## src/logic/dsm_pkg.sv

```systemverilog
package dsm_pkg;
	// register offsets (word index on the plain register port)
	localparam logic [1:0] DSM_OFS_CONTROL = 2'h0;
	localparam logic [1:0] DSM_OFS_SOURCE = 2'h1;
	localparam logic [1:0] DSM_OFS_CARRIER = 2'h2;
	// control register field positions
	localparam int DSM_CTL_ENABLE_POS = 15;
	localparam int DSM_CTL_IDLE_STOP_POS = 13;
	localparam int DSM_CTL_PIN_OE_POS = 6;
	localparam int DSM_CTL_SLEW_POS = 5;
	localparam int DSM_CTL_OUT_POL_POS = 4;
	localparam int DSM_CTL_MANUAL_POS = 0;
	// source register field positions
	localparam int DSM_SRC_DISABLE_POS = 7;
	localparam int DSM_SRC_SEL_LSB = 0;
	// carrier register field positions
	localparam int DSM_CAR_HI_DIS_POS = 15;
	localparam int DSM_CAR_HI_POL_POS = 14;
	localparam int DSM_CAR_HI_SYNC_POS = 13;
	localparam int DSM_CAR_HI_SEL_LSB = 8;
	localparam int DSM_CAR_LO_DIS_POS = 7;
	localparam int DSM_CAR_LO_POL_POS = 6;
	localparam int DSM_CAR_LO_SYNC_POS = 5;
	localparam int DSM_CAR_LO_SEL_LSB = 0;
	// implemented-bit masks
	localparam logic [15:0] DSM_CONTROL_MASK = 16'ha071;
	localparam logic [15:0] DSM_SOURCE_MASK = 16'h008f;
	localparam logic [15:0] DSM_CARRIER_MASK = 16'hefef;
	// reset values
	localparam logic [15:0] DSM_CONTROL_RST = 16'h0000;
	localparam logic [15:0] DSM_CARRIER_RST = 16'h0000;
	localparam logic DSM_SRC_DISABLE_RST = 1'h0;
	// source and carrier codes
	localparam logic [3:0] DSM_SRC_MANUAL = 4'h0;
	localparam logic [3:0] DSM_SRC_PIN = 4'h1;
	localparam logic [3:0] DSM_SRC_SPI_LO = 4'h2;
	localparam logic [3:0] DSM_SRC_UART_LO = 4'h4;
	localparam logic [3:0] DSM_SRC_CMP_LO = 4'h8;
	localparam logic [3:0] DSM_SRC_CMP_HI = 4'he;
	localparam logic [3:0] DSM_CAR_GROUND = 4'h0;
	localparam logic [3:0] DSM_CAR_PIN_ONE = 4'h1;
	localparam logic [3:0] DSM_CAR_PIN_TWO = 4'h2;
	localparam logic [3:0] DSM_CAR_REF = 4'h3;
	localparam logic [3:0] DSM_CAR_CMP_LO = 4'h4;
	localparam logic [3:0] DSM_CAR_CMP_HI = 4'ha;
	// carrier-path selection state
	typedef enum logic {DSM_USE_LOW, DSM_USE_HIGH} dsm_path_t;
	// one carrier's settings
	typedef struct packed {
		logic disable_out;
		logic polarity;
		logic sync;
		logic [3:0] sel;
	} dsm_carrier_cfg_t;
	// peripheral signal bundle feeding the modulator
	typedef struct packed {
		logic [6:0] cmp_pwm;
		logic [3:0] uart_tx;
		logic [1:0] serial_data_out;
		logic reference_output;
		logic carrier_input_pin_two;
		logic carrier_input_pin_one;
		logic modulation_input_pin;
	} dsm_sources_t;
endpackage

```

## src/logic/dsm_signal_modulator.sv

```systemverilog
`timescale 1ns/1ns
// Overview of operation
// - output is high carrier while modulator high, else low carrier
// - enable bit mixes, else no output
// - idle-stop halts modulation during idle
// - pin enable gates output pin drive
// - output polarity bit inverts final output
// - manual bit modulates when source is 0000
// - source field picks modulating signal
// - source disable blocks source's own pin
// - source disable reset by power-on only
// - source select survives power-on reset
// - high carrier select decodes carrier sources
// - low carrier select decodes identically
// - high disable blocks high carrier's pin
// - low disable blocks low carrier's pin
// - high polarity inverts high carrier
// - low polarity inverts low carrier
// - high sync waits high falling edge
// - low sync waits low falling edge
// - unsynced switch may happen anytime
// - unimplemented bits ignore writes, read zero
module dsm_signal_modulator
	import dsm_pkg::*;
#(
	parameter int ADDR_W = 2
) (
	input wire logic core_clk_in,
	input wire logic resetn_in,
	input wire logic por_resetn_in,
	input wire logic idle_mode_in,
	input wire logic [ADDR_W-1:0] reg_addr_in,
	input wire logic [15:0] reg_wdata_in,
	input wire logic reg_write_in,
	input wire logic reg_read_in,
	output logic [15:0] reg_rdata_out,
	input wire dsm_sources_t sources_in,
	output logic modulated_output_pin_out,
	output logic modulated_output_pin_oe_out,
	output logic pin_slew_limit_out,
	output logic [15:0] periph_pin_block_out
);

	// source-select decode, used for the modulator only; carriers use pick_carrier
	function automatic logic pick_source(input logic [3:0] code, input dsm_sources_t s,
		input logic manual);
		logic v;
		// unimplemented code falls through to low
		v = 1'b0;
		if (code == DSM_SRC_MANUAL) begin
			// software bit as modulator
			v = manual;
		end else if (code == DSM_SRC_PIN) begin
			// modulation input pin
			v = s.modulation_input_pin;
		end else if (code < DSM_SRC_UART_LO) begin
			// two serial data outputs, low code bit picks
			v = s.serial_data_out[code[0]];
		end else if (code < DSM_SRC_CMP_LO) begin
			// four uart transmit outputs
			v = s.uart_tx[code[1:0]];
		end else if (code <= DSM_SRC_CMP_HI) begin
			// seven compare/pwm outputs
			v = s.cmp_pwm[3'(code - DSM_SRC_CMP_LO)];
		end
		return v;
	endfunction

	// carrier decode, shared by both carriers
	function automatic logic pick_carrier(input logic [3:0] code, input dsm_sources_t s);
		logic v;
		// ground and reserved codes give low
		v = 1'b0;
		if (code == DSM_CAR_PIN_ONE) begin
			// first carrier input pin
			v = s.carrier_input_pin_one;
		end else if (code == DSM_CAR_PIN_TWO) begin
			// second carrier input pin
			v = s.carrier_input_pin_two;
		end else if (code == DSM_CAR_REF) begin
			// reference clock output
			v = s.reference_output;
		end else if (code >= DSM_CAR_CMP_LO && code <= DSM_CAR_CMP_HI) begin
			// compare/pwm outputs one to seven
			v = s.cmp_pwm[3'(code - DSM_CAR_CMP_LO)];
		end
		return v;
	endfunction

	// pin-block bit position of a carrier code, one-hot over the 16-bit block map
	function automatic logic [15:0] carrier_block(input logic [3:0] code);
		logic [15:0] m;
		// ground and reserved codes block nothing
		m = 16'h0000;
		if (code == DSM_CAR_PIN_ONE) begin
			// carrier pin one
			m[11] = 1'b1;
		end else if (code == DSM_CAR_PIN_TWO) begin
			// carrier pin two
			m[12] = 1'b1;
		end else if (code == DSM_CAR_REF) begin
			// reference output
			m[13] = 1'b1;
		end else if (code >= DSM_CAR_CMP_LO && code <= DSM_CAR_CMP_HI) begin
			// compare/pwm pins, shared with source map
			m[4'(code - DSM_CAR_CMP_LO) + 4'h4] = 1'b1;
		end
		return m;
	endfunction

	// pin-block bit position of a modulation source code
	function automatic logic [15:0] source_block(input logic [3:0] code);
		logic [15:0] m;
		// manual and unimplemented codes block nothing
		m = 16'h0000;
		if (code == DSM_SRC_PIN) begin
			// modulation input pin
			m[14] = 1'b1;
		end else if (code >= DSM_SRC_SPI_LO && code < DSM_SRC_CMP_LO) begin
			// serial data and uart outputs
			m[4'(code - DSM_SRC_SPI_LO) + 4'h0] = 1'b1;
		end else if (code >= DSM_SRC_CMP_LO && code <= DSM_SRC_CMP_HI) begin
			// compare/pwm outputs
			m[4'(code - DSM_SRC_CMP_LO) + 4'h4] = 1'b1;
		end
		// top bit is never used
		m[15] = 1'b0;
		return m;
	endfunction

	// first synchroniser stage, read only by the second
	dsm_sources_t sync1_ff;
	// second stage, the only copy logic may read
	dsm_sources_t sync2_ff;
	logic idle1_ff; // idle level, first stage
	logic idle2_ff; // idle level, synchronised

	// registers
	logic [15:0] control_ff; // control, implemented bits only
	logic [15:0] nxt_control;
	logic source_disable_ff; // survives system reset
	logic nxt_source_disable;
	logic [3:0] source_sel_ff; // no reset at all
	logic [3:0] nxt_source_sel;
	logic [15:0] carrier_ff; // both carrier settings
	logic [15:0] nxt_carrier;
	logic [15:0] rdata_ff; // read data, one cycle only
	logic [15:0] nxt_rdata;

	// modulation path state
	dsm_path_t path_ff; // carrier currently passed
	dsm_path_t nxt_path;
	logic hi_prev_ff; // high carrier last cycle, for fall detect
	logic lo_prev_ff; // low carrier last cycle, for fall detect
	logic pin_ff; // output pin level
	logic nxt_pin;
	logic pin_oe_ff; // output pin drive enable
	logic nxt_pin_oe;
	logic slew_ff; // slew limit request to the pad
	logic nxt_slew;
	logic [15:0] block_ff; // peripheral pins held off
	logic [15:0] nxt_block;

	// derived values
	dsm_carrier_cfg_t hi_cfg; // high carrier settings
	dsm_carrier_cfg_t lo_cfg; // low carrier settings
	logic mod_level; // selected modulating level
	logic hi_car; // high carrier after polarity
	logic lo_car; // low carrier after polarity
	logic running; // enabled and not stopped by idle
	logic nxt_mod_out; // internal output before polarity

	// two-flop input synchroniser
	// pins and peripherals may run off other clocks; only stage two is read
	always_ff @(posedge core_clk_in) begin
		// source bundle
		sync1_ff <= sources_in;
		sync2_ff <= sync1_ff;
		// idle level
		idle1_ff <= idle_mode_in;
		idle2_ff <= idle1_ff;
	end

	// unpack carrier register fields
	always_comb begin
		// high carrier from the upper byte
		hi_cfg = '{carrier_ff[DSM_CAR_HI_DIS_POS], carrier_ff[DSM_CAR_HI_POL_POS],
			carrier_ff[DSM_CAR_HI_SYNC_POS], carrier_ff[DSM_CAR_HI_SEL_LSB +: 4]};
		// low carrier from the lower byte
		lo_cfg = '{carrier_ff[DSM_CAR_LO_DIS_POS], carrier_ff[DSM_CAR_LO_POL_POS],
			carrier_ff[DSM_CAR_LO_SYNC_POS], carrier_ff[DSM_CAR_LO_SEL_LSB +: 4]};
	end

	// register write and read decode
	always_comb begin
		nxt_control = control_ff;
		nxt_source_disable = source_disable_ff;
		nxt_source_sel = source_sel_ff;
		nxt_carrier = carrier_ff;
		nxt_rdata = 16'h0000;
		if (reg_write_in) begin
			// unimplemented bits are masked away
			unique case (reg_addr_in)
				// control keeps its implemented bits
				DSM_OFS_CONTROL: nxt_control = reg_wdata_in & DSM_CONTROL_MASK;
				// source keeps only its two fields
				DSM_OFS_SOURCE: begin
					nxt_source_disable = reg_wdata_in[DSM_SRC_DISABLE_POS];
					nxt_source_sel = reg_wdata_in[DSM_SRC_SEL_LSB +: 4];
				end
				// carrier keeps its implemented bits
				DSM_OFS_CARRIER: nxt_carrier = reg_wdata_in & DSM_CARRIER_MASK;
				default: ;
			endcase
		end
		if (reg_read_in) begin
			// unmapped addresses read zero
			unique case (reg_addr_in)
				// stored bits are already masked
				DSM_OFS_CONTROL: nxt_rdata = control_ff;
				DSM_OFS_SOURCE: begin
					// other source bits read zero
					nxt_rdata[DSM_SRC_DISABLE_POS] = source_disable_ff;
					nxt_rdata[DSM_SRC_SEL_LSB +: 4] = source_sel_ff;
				end
				// carrier read as stored
				DSM_OFS_CARRIER: nxt_rdata = carrier_ff;
				default: ;
			endcase
		end
	end

	// register storage; system reset and power-on reset act differently
	always_ff @(posedge core_clk_in) begin
		if (!resetn_in || !por_resetn_in) begin
			// either reset clears the control side
			control_ff <= DSM_CONTROL_RST;
			carrier_ff <= DSM_CARRIER_RST;
			rdata_ff <= 16'h0000;
		end else begin
			// normal register update
			control_ff <= nxt_control;
			carrier_ff <= nxt_carrier;
			rdata_ff <= nxt_rdata;
		end
		// only power-on reset touches the source disable bit
		if (!por_resetn_in) begin
			source_disable_ff <= DSM_SRC_DISABLE_RST;
		end else if (resetn_in) begin
			source_disable_ff <= nxt_source_disable;
		end
		// source select has no reset at all
		if (resetn_in && por_resetn_in) begin
			source_sel_ff <= nxt_source_sel;
		end
	end

	// mixing path: carrier choice and modulated level
	always_comb begin
		// idle stop only matters while enabled
		running = control_ff[DSM_CTL_ENABLE_POS] &&
			!(control_ff[DSM_CTL_IDLE_STOP_POS] && idle2_ff);
		// modulating level from the synchronised sources
		mod_level = pick_source(source_sel_ff, sync2_ff, control_ff[DSM_CTL_MANUAL_POS]);
		// both carriers after their own polarity
		hi_car = pick_carrier(hi_cfg.sel, sync2_ff) ^ hi_cfg.polarity;
		lo_car = pick_carrier(lo_cfg.sel, sync2_ff) ^ lo_cfg.polarity;
		// hold the path unless a switch is allowed
		nxt_path = path_ff;
		if (mod_level && path_ff == DSM_USE_LOW) begin
			// switch to high; with low sync wait for low carrier fall
			if (!lo_cfg.sync || (lo_prev_ff && !lo_car)) begin
				nxt_path = DSM_USE_HIGH;
			end
		end else if (!mod_level && path_ff == DSM_USE_HIGH) begin
			// switch to low; with high sync wait for high carrier fall
			if (!hi_cfg.sync || (hi_prev_ff && !hi_car)) begin
				nxt_path = DSM_USE_LOW;
			end
		end
		// carrier picked by modulator: high carrier while one, low carrier while zero
		nxt_mod_out = 1'b0;
		if (running) begin
			// path already switched this cycle, so no extra lag
			nxt_mod_out = (nxt_path == DSM_USE_HIGH) ? hi_car : lo_car;
		end
		// disabled holds low before polarity
		nxt_pin = nxt_mod_out ^ control_ff[DSM_CTL_OUT_POL_POS];
	end

	// pad controls and peripheral pin blocking
	always_comb begin
		// pad controls follow the control register
		nxt_pin_oe = control_ff[DSM_CTL_PIN_OE_POS];
		nxt_slew = control_ff[DSM_CTL_SLEW_POS];
		// peripheral pins blocked by the disable bits
		nxt_block = 16'h0000;
		// source's own pin
		if (source_disable_ff) begin
			nxt_block = nxt_block | source_block(source_sel_ff);
		end
		// high carrier's own pin
		if (hi_cfg.disable_out) begin
			nxt_block = nxt_block | carrier_block(hi_cfg.sel);
		end
		// low carrier's own pin
		if (lo_cfg.disable_out) begin
			nxt_block = nxt_block | carrier_block(lo_cfg.sel);
		end
	end

	// mixing path registers
	always_ff @(posedge core_clk_in) begin
		if (!resetn_in || !por_resetn_in) begin
			// both resets park on the low carrier, outputs low
			path_ff <= DSM_USE_LOW;
			hi_prev_ff <= 1'b0;
			lo_prev_ff <= 1'b0;
			pin_ff <= 1'b0;
			pin_oe_ff <= 1'b0;
			slew_ff <= 1'b0;
			block_ff <= 16'h0000;
		end else begin
			// prev copies feed the falling-edge detect
			path_ff <= nxt_path;
			hi_prev_ff <= hi_car;
			lo_prev_ff <= lo_car;
			pin_ff <= nxt_pin;
			pin_oe_ff <= nxt_pin_oe;
			slew_ff <= nxt_slew;
			block_ff <= nxt_block;
		end
	end

	// outputs straight from flops
	assign reg_rdata_out = rdata_ff;
	assign modulated_output_pin_out = pin_ff;
	assign modulated_output_pin_oe_out = pin_oe_ff;
	assign pin_slew_limit_out = slew_ff;
	assign periph_pin_block_out = block_ff;

endmodule

```

## config.mk

```make
export PLATFORM = sky130hd
export DESIGN_NAME = dsm_signal_modulator
export DESIGN_NICKNAME = d
export VERILOG_FILES = /design/src/logic/dsm_pkg.sv /design/src/logic/dsm_signal_modulator.sv
export SDC_FILE = /design/constraint.sdc
export NUM_CORES = 1
export LEC_CHECK = 0
export ABC_AREA = 1
export BUFFER_PORTS_ARGS = -buffer_cell sky130_fd_sc_hd__buf_4
export CAP_MARGIN = 30
export CORE_ASPECT_RATIO = 1.2
export CORE_MARGIN = 5
export CORE_UTILIZATION = 50
export CTS_BUF_LIST = sky130_fd_sc_hd__clkbuf_2 sky130_fd_sc_hd__clkbuf_4 sky130_fd_sc_hd__clkbuf_8
export DETAILED_ROUTE_END_ITERATION = 10
export GPL_TIMING_DRIVEN = 0
export PLACE_DENSITY = 0.88
export SLEW_MARGIN = 40
export SYNTH_ARGS = -nofsm -noshare
export SYNTH_HDL_FRONTEND = slang
export SYNTH_SLANG_ARGS = --single-unit
```

## constraint.sdc

```tcl
create_clock -name core_clk_in -period 1.78 [get_ports core_clk_in]
set_input_delay 0.178 -clock core_clk_in [delete_from_list [all_inputs] [get_ports core_clk_in]]
set_output_delay 0.178 -clock core_clk_in [all_outputs]
set_load 0.03 [all_outputs]
```

==> impl_metrics.py <==
metrics = {
    "timing": {
        "hold_slack_ns": 0.02928,
        "skew_ns": 0.01516,
        "period_needed_ns": 1.901,
        "rsz0062_at_grt": "yes",
        "hold_viol": 0,
        "worst_pin_slew_ns": 0.5955,
        "fmax_ghz": 0.5260,
        "slew_headroom": 0.6030,
        "report.final.slew_viol_count": 0,
        "finalCritPeriodShare": 1.068,
        "setup_viol": 7,
        "fin_ws_ns": -0.1213,
    },
    "detailed_routing": {
        "ant_nets": 0,
        "vias": 3565,
        "firstDrtPassIters": 7,
        "drc_errors": 0,
        "viasPerCell": 5.377,
        "drt_iter0_markers": 301,
        "routed_wl_um": 10280,
        "drt-wirelength-per-cell_um": 15.51,
    },
    "setup_path": {
        "end_kind": "flip-flop",
        "path_max_fanout": 5,
        "ff2ff_setup_slack_ns": -0.12,
        "arrival_ns": 2.16,
        "required_ns": 2.04,
        "worstSetupPathType": "reg2reg",
        "cp-start-kind": "flip-flop",
    },
    "flow_run": {
        "maxCapViolCount": 0,
    },
    "global_routing": {
        "grt_pass1_vias": 3278,
        "grt-ovfl-total": 0,
        "grt_start_max_net_pins": 20,
        "antenna_found_initial": 0,
        "grt_first_pass_wirelength_um": 16260,
        "grt_use_total": 0.2260,
    },
    "yosys": {
        "synth_flop_cell": "dfxtp_1",
        "synth_area_um2": 3671,
        "yosysSeqAreaShare": 0.5453,
        "synth_top_area_frac": 0.5126,
        "yosysWarningCount": 0,
        "synth-async-reset-ratio": 0,
        "synth.distinct_cells": 32,
        "synth_commonest_cells": "dfxtp_1 (94), nand2_1 (85), inv_1 (53), nor2_1 (45), a21oi_1 (35)",
        "syn_inst": 447,
        "synth.most_common_cell": "dfxtp_1",
        "synth-seq-cells": 98,
        "synth_top_cells_by_area": "dfxtp_1 (51%), nand2_1 (8.7%), inv_1 (5.4%), a21oi_1 (4.8%), nor2_1 (4.6%)",
        "avgSynthCellArea_um2": 8.213,
        "synth_edf_count": 4,
        "synth.largest_area_cell": "dfxtp_1",
    },
    "cts": {
        "clock_path_buffers": 2,
        "clk_pin_slew_ns": 0.11,
        "numCtsBuffers": 9,
        "cts-root-buf": "clkbuf_8",
        "clkLatencyLatePin_ns": 0.37,
        "h-tree-depth": 3,
        "cts_tree": "done",
        "clock-sinks": 98,
    },
    "floorplan": {
        "die_w_um": 88.22,
        "io_pins": 76,
        "design.die.area_um2": 9163,
        "die_y_um": 103.9,
        "initial_core_util": 0.5106,
        "std_cell_rows": 34,
        "placeableCoreArea_um2": 7189,
    },
    "outcome": {
        "violations": "setup timing",
        "outcome": "finished, violations left",
    },
    "placed_design": {
        "gp_congestion": 0.9076,
        "port_buffers": 73,
        "placed_area_um2": 4335,
        "hpwl_um": 7082,
    },
    "layout": {
        "finalNetCount": 616,
        "area_growth_pct": 36.26,
        "n_antenna_cell": 0,
        "drive_gt1_frac": 0.2757,
        "fillers": 564,
        "finish.instance_area_um2": 5002,
    },
    "pwr": {
        "p_per_area_nw_per_um2": 811.1,
        "finalPower_mw": 4.057,
        "leakage_nw": 2.164,
        "ir_drop_uv": 570.4,
    },
    "worst_hold_path": {
        "min_path_type": "in2reg",
    },
}
through the flow:
step | instances | TNS (ns) | util | setup slack (ns)
4_1_cts | 656 | 0 | 0.6794 | 0.003412
3_3_place_gp | 611 | -1.459 | 0.6030 | -0.2887
2_1_floorplan | 448 | 0 | - | 0.03532
3_5_place_dp | 611 | -2.060 | 0.6030 | -0.3134
6_report | 663 | -0.3334 | 0.6958 | -0.1213
5_1_grt | 663 | -1.914 | 0.6958 | -0.2818
cell type report:
class	instances	area [µm²]	area share
multi-input combinational	281	1513	0.3024
buffer	12	71.32	0.01426
timing repair buffer	109	885.9	0.1771
clock inverter	7	70.07	0.01401
inverter	57	216.5	0.04327
sequential	98	2009	0.4017
tap	90	112.6	0.02251
clock buffer	9	123.9	0.02476
logic make-up (layout without fill, tap and decap cells):
family	Yosys count	in the layout	synth area share
AND/OR/NAND/NOR	179	179	0.2110
buffers and inverters	69	194	0.07567
flip-flops	98	98	0.5453
AO/OA/AOI/OAI	92	92	0.1408
XOR/XNOR	1	1	0.002386
adder cells (fa/ha/maj)	7	7	0.02386
other	1	2	0.001022
flip-flops by register name, summed over array words and instances, names as in the netlist, 4 cells and up:
signal,flops
sync2_ff,17
sync1_ff,17
control_ff,6
periph_pin_block_out,16
source_sel_ff,4
carrier_ff,14
reg_rdata_out,15
what timing repair did:
action / 4_1_cts / 5_1_grt
setup buffers: 8 / 7
gates resized for setup: 31 / 19
pin swaps: 3 / 13
endpoints found under the setup margin: 14 / 11
endpoints found under the hold margin: 21 / 0
hold buffers: 21 / 0
power by group:
group | switching (mW) | internal (mW)
combinational | 0.186 | 0.161
clock | 0.856 | 0.553
sequential | 0.0328 | 2.27
total | 1.07 | 2.98
critical path, cell delays in order (launching register included):
cell,delay (ns)
edfxtp_1,0.47
buf_6,0.16
nand2_4,0.10
inv_2,0.09
a22oi_2,0.13
nand3_1,0.10
nand3_1,0.10
nand2_1,0.07
nand2_1,0.08
nand2_2,0.09
nand2_4,0.10
nand3_2,0.07
nand2_1,0.06
nor2_1,0.04
nor2_1,0.08
nor2_1,0.04
worst paths after layout:
kind	cells past startpoint	from	end
min reg2reg	0	idle1_ff$_DFF_P_	idle2_ff$_DFF_P_
min	1	reg_wdata_in[0]	source_sel_ff[0]$_DFFE_PP_
max	15	source_sel_ff[0]$_DFFE_PP_	modulated_output_pin_out$_SDFF_PP0_
max reg2reg	15	source_sel_ff[0]$_DFFE_PP_	modulated_output_pin_out$_SDFF_PP0_
layout by cell type (no fill, tap or decap), types with 3 or more instances in the layout:
master / count
inv_2: 13
buf_6: 7
dlygate4sd3_1: 21
ha_1: 6
nand2_1: 80
o22ai_1: 11
clkbuf_1: 6
nor3_1: 11
a22oi_1: 6
nand3_1: 19
inv_1: 43
o21ai_0: 28
edfxtp_1: 4
inv_6: 3
buf_4: 85
nand2_2: 5
dfxtp_1: 88
nor2_4: 5
nor2_1: 42
nand4_1: 5
dfxtp_2: 6
nor2_2: 4
a31oi_1: 3
clkbuf_8: 9
a21oi_1: 33
layer usage:
layer / part of all wire / track usage / up-vias
met5: 0 / 0 / -
met4: 0.041 / 0.08855 / 0
met3: 0.078 / 0.04200 / 44
met2: 0.49 / 0.3652 / 203
met1: 0.39 / 0.2941 / 1606
li1: - / - / 1712
No activity file was read; power rests on OpenSTA's default activity.
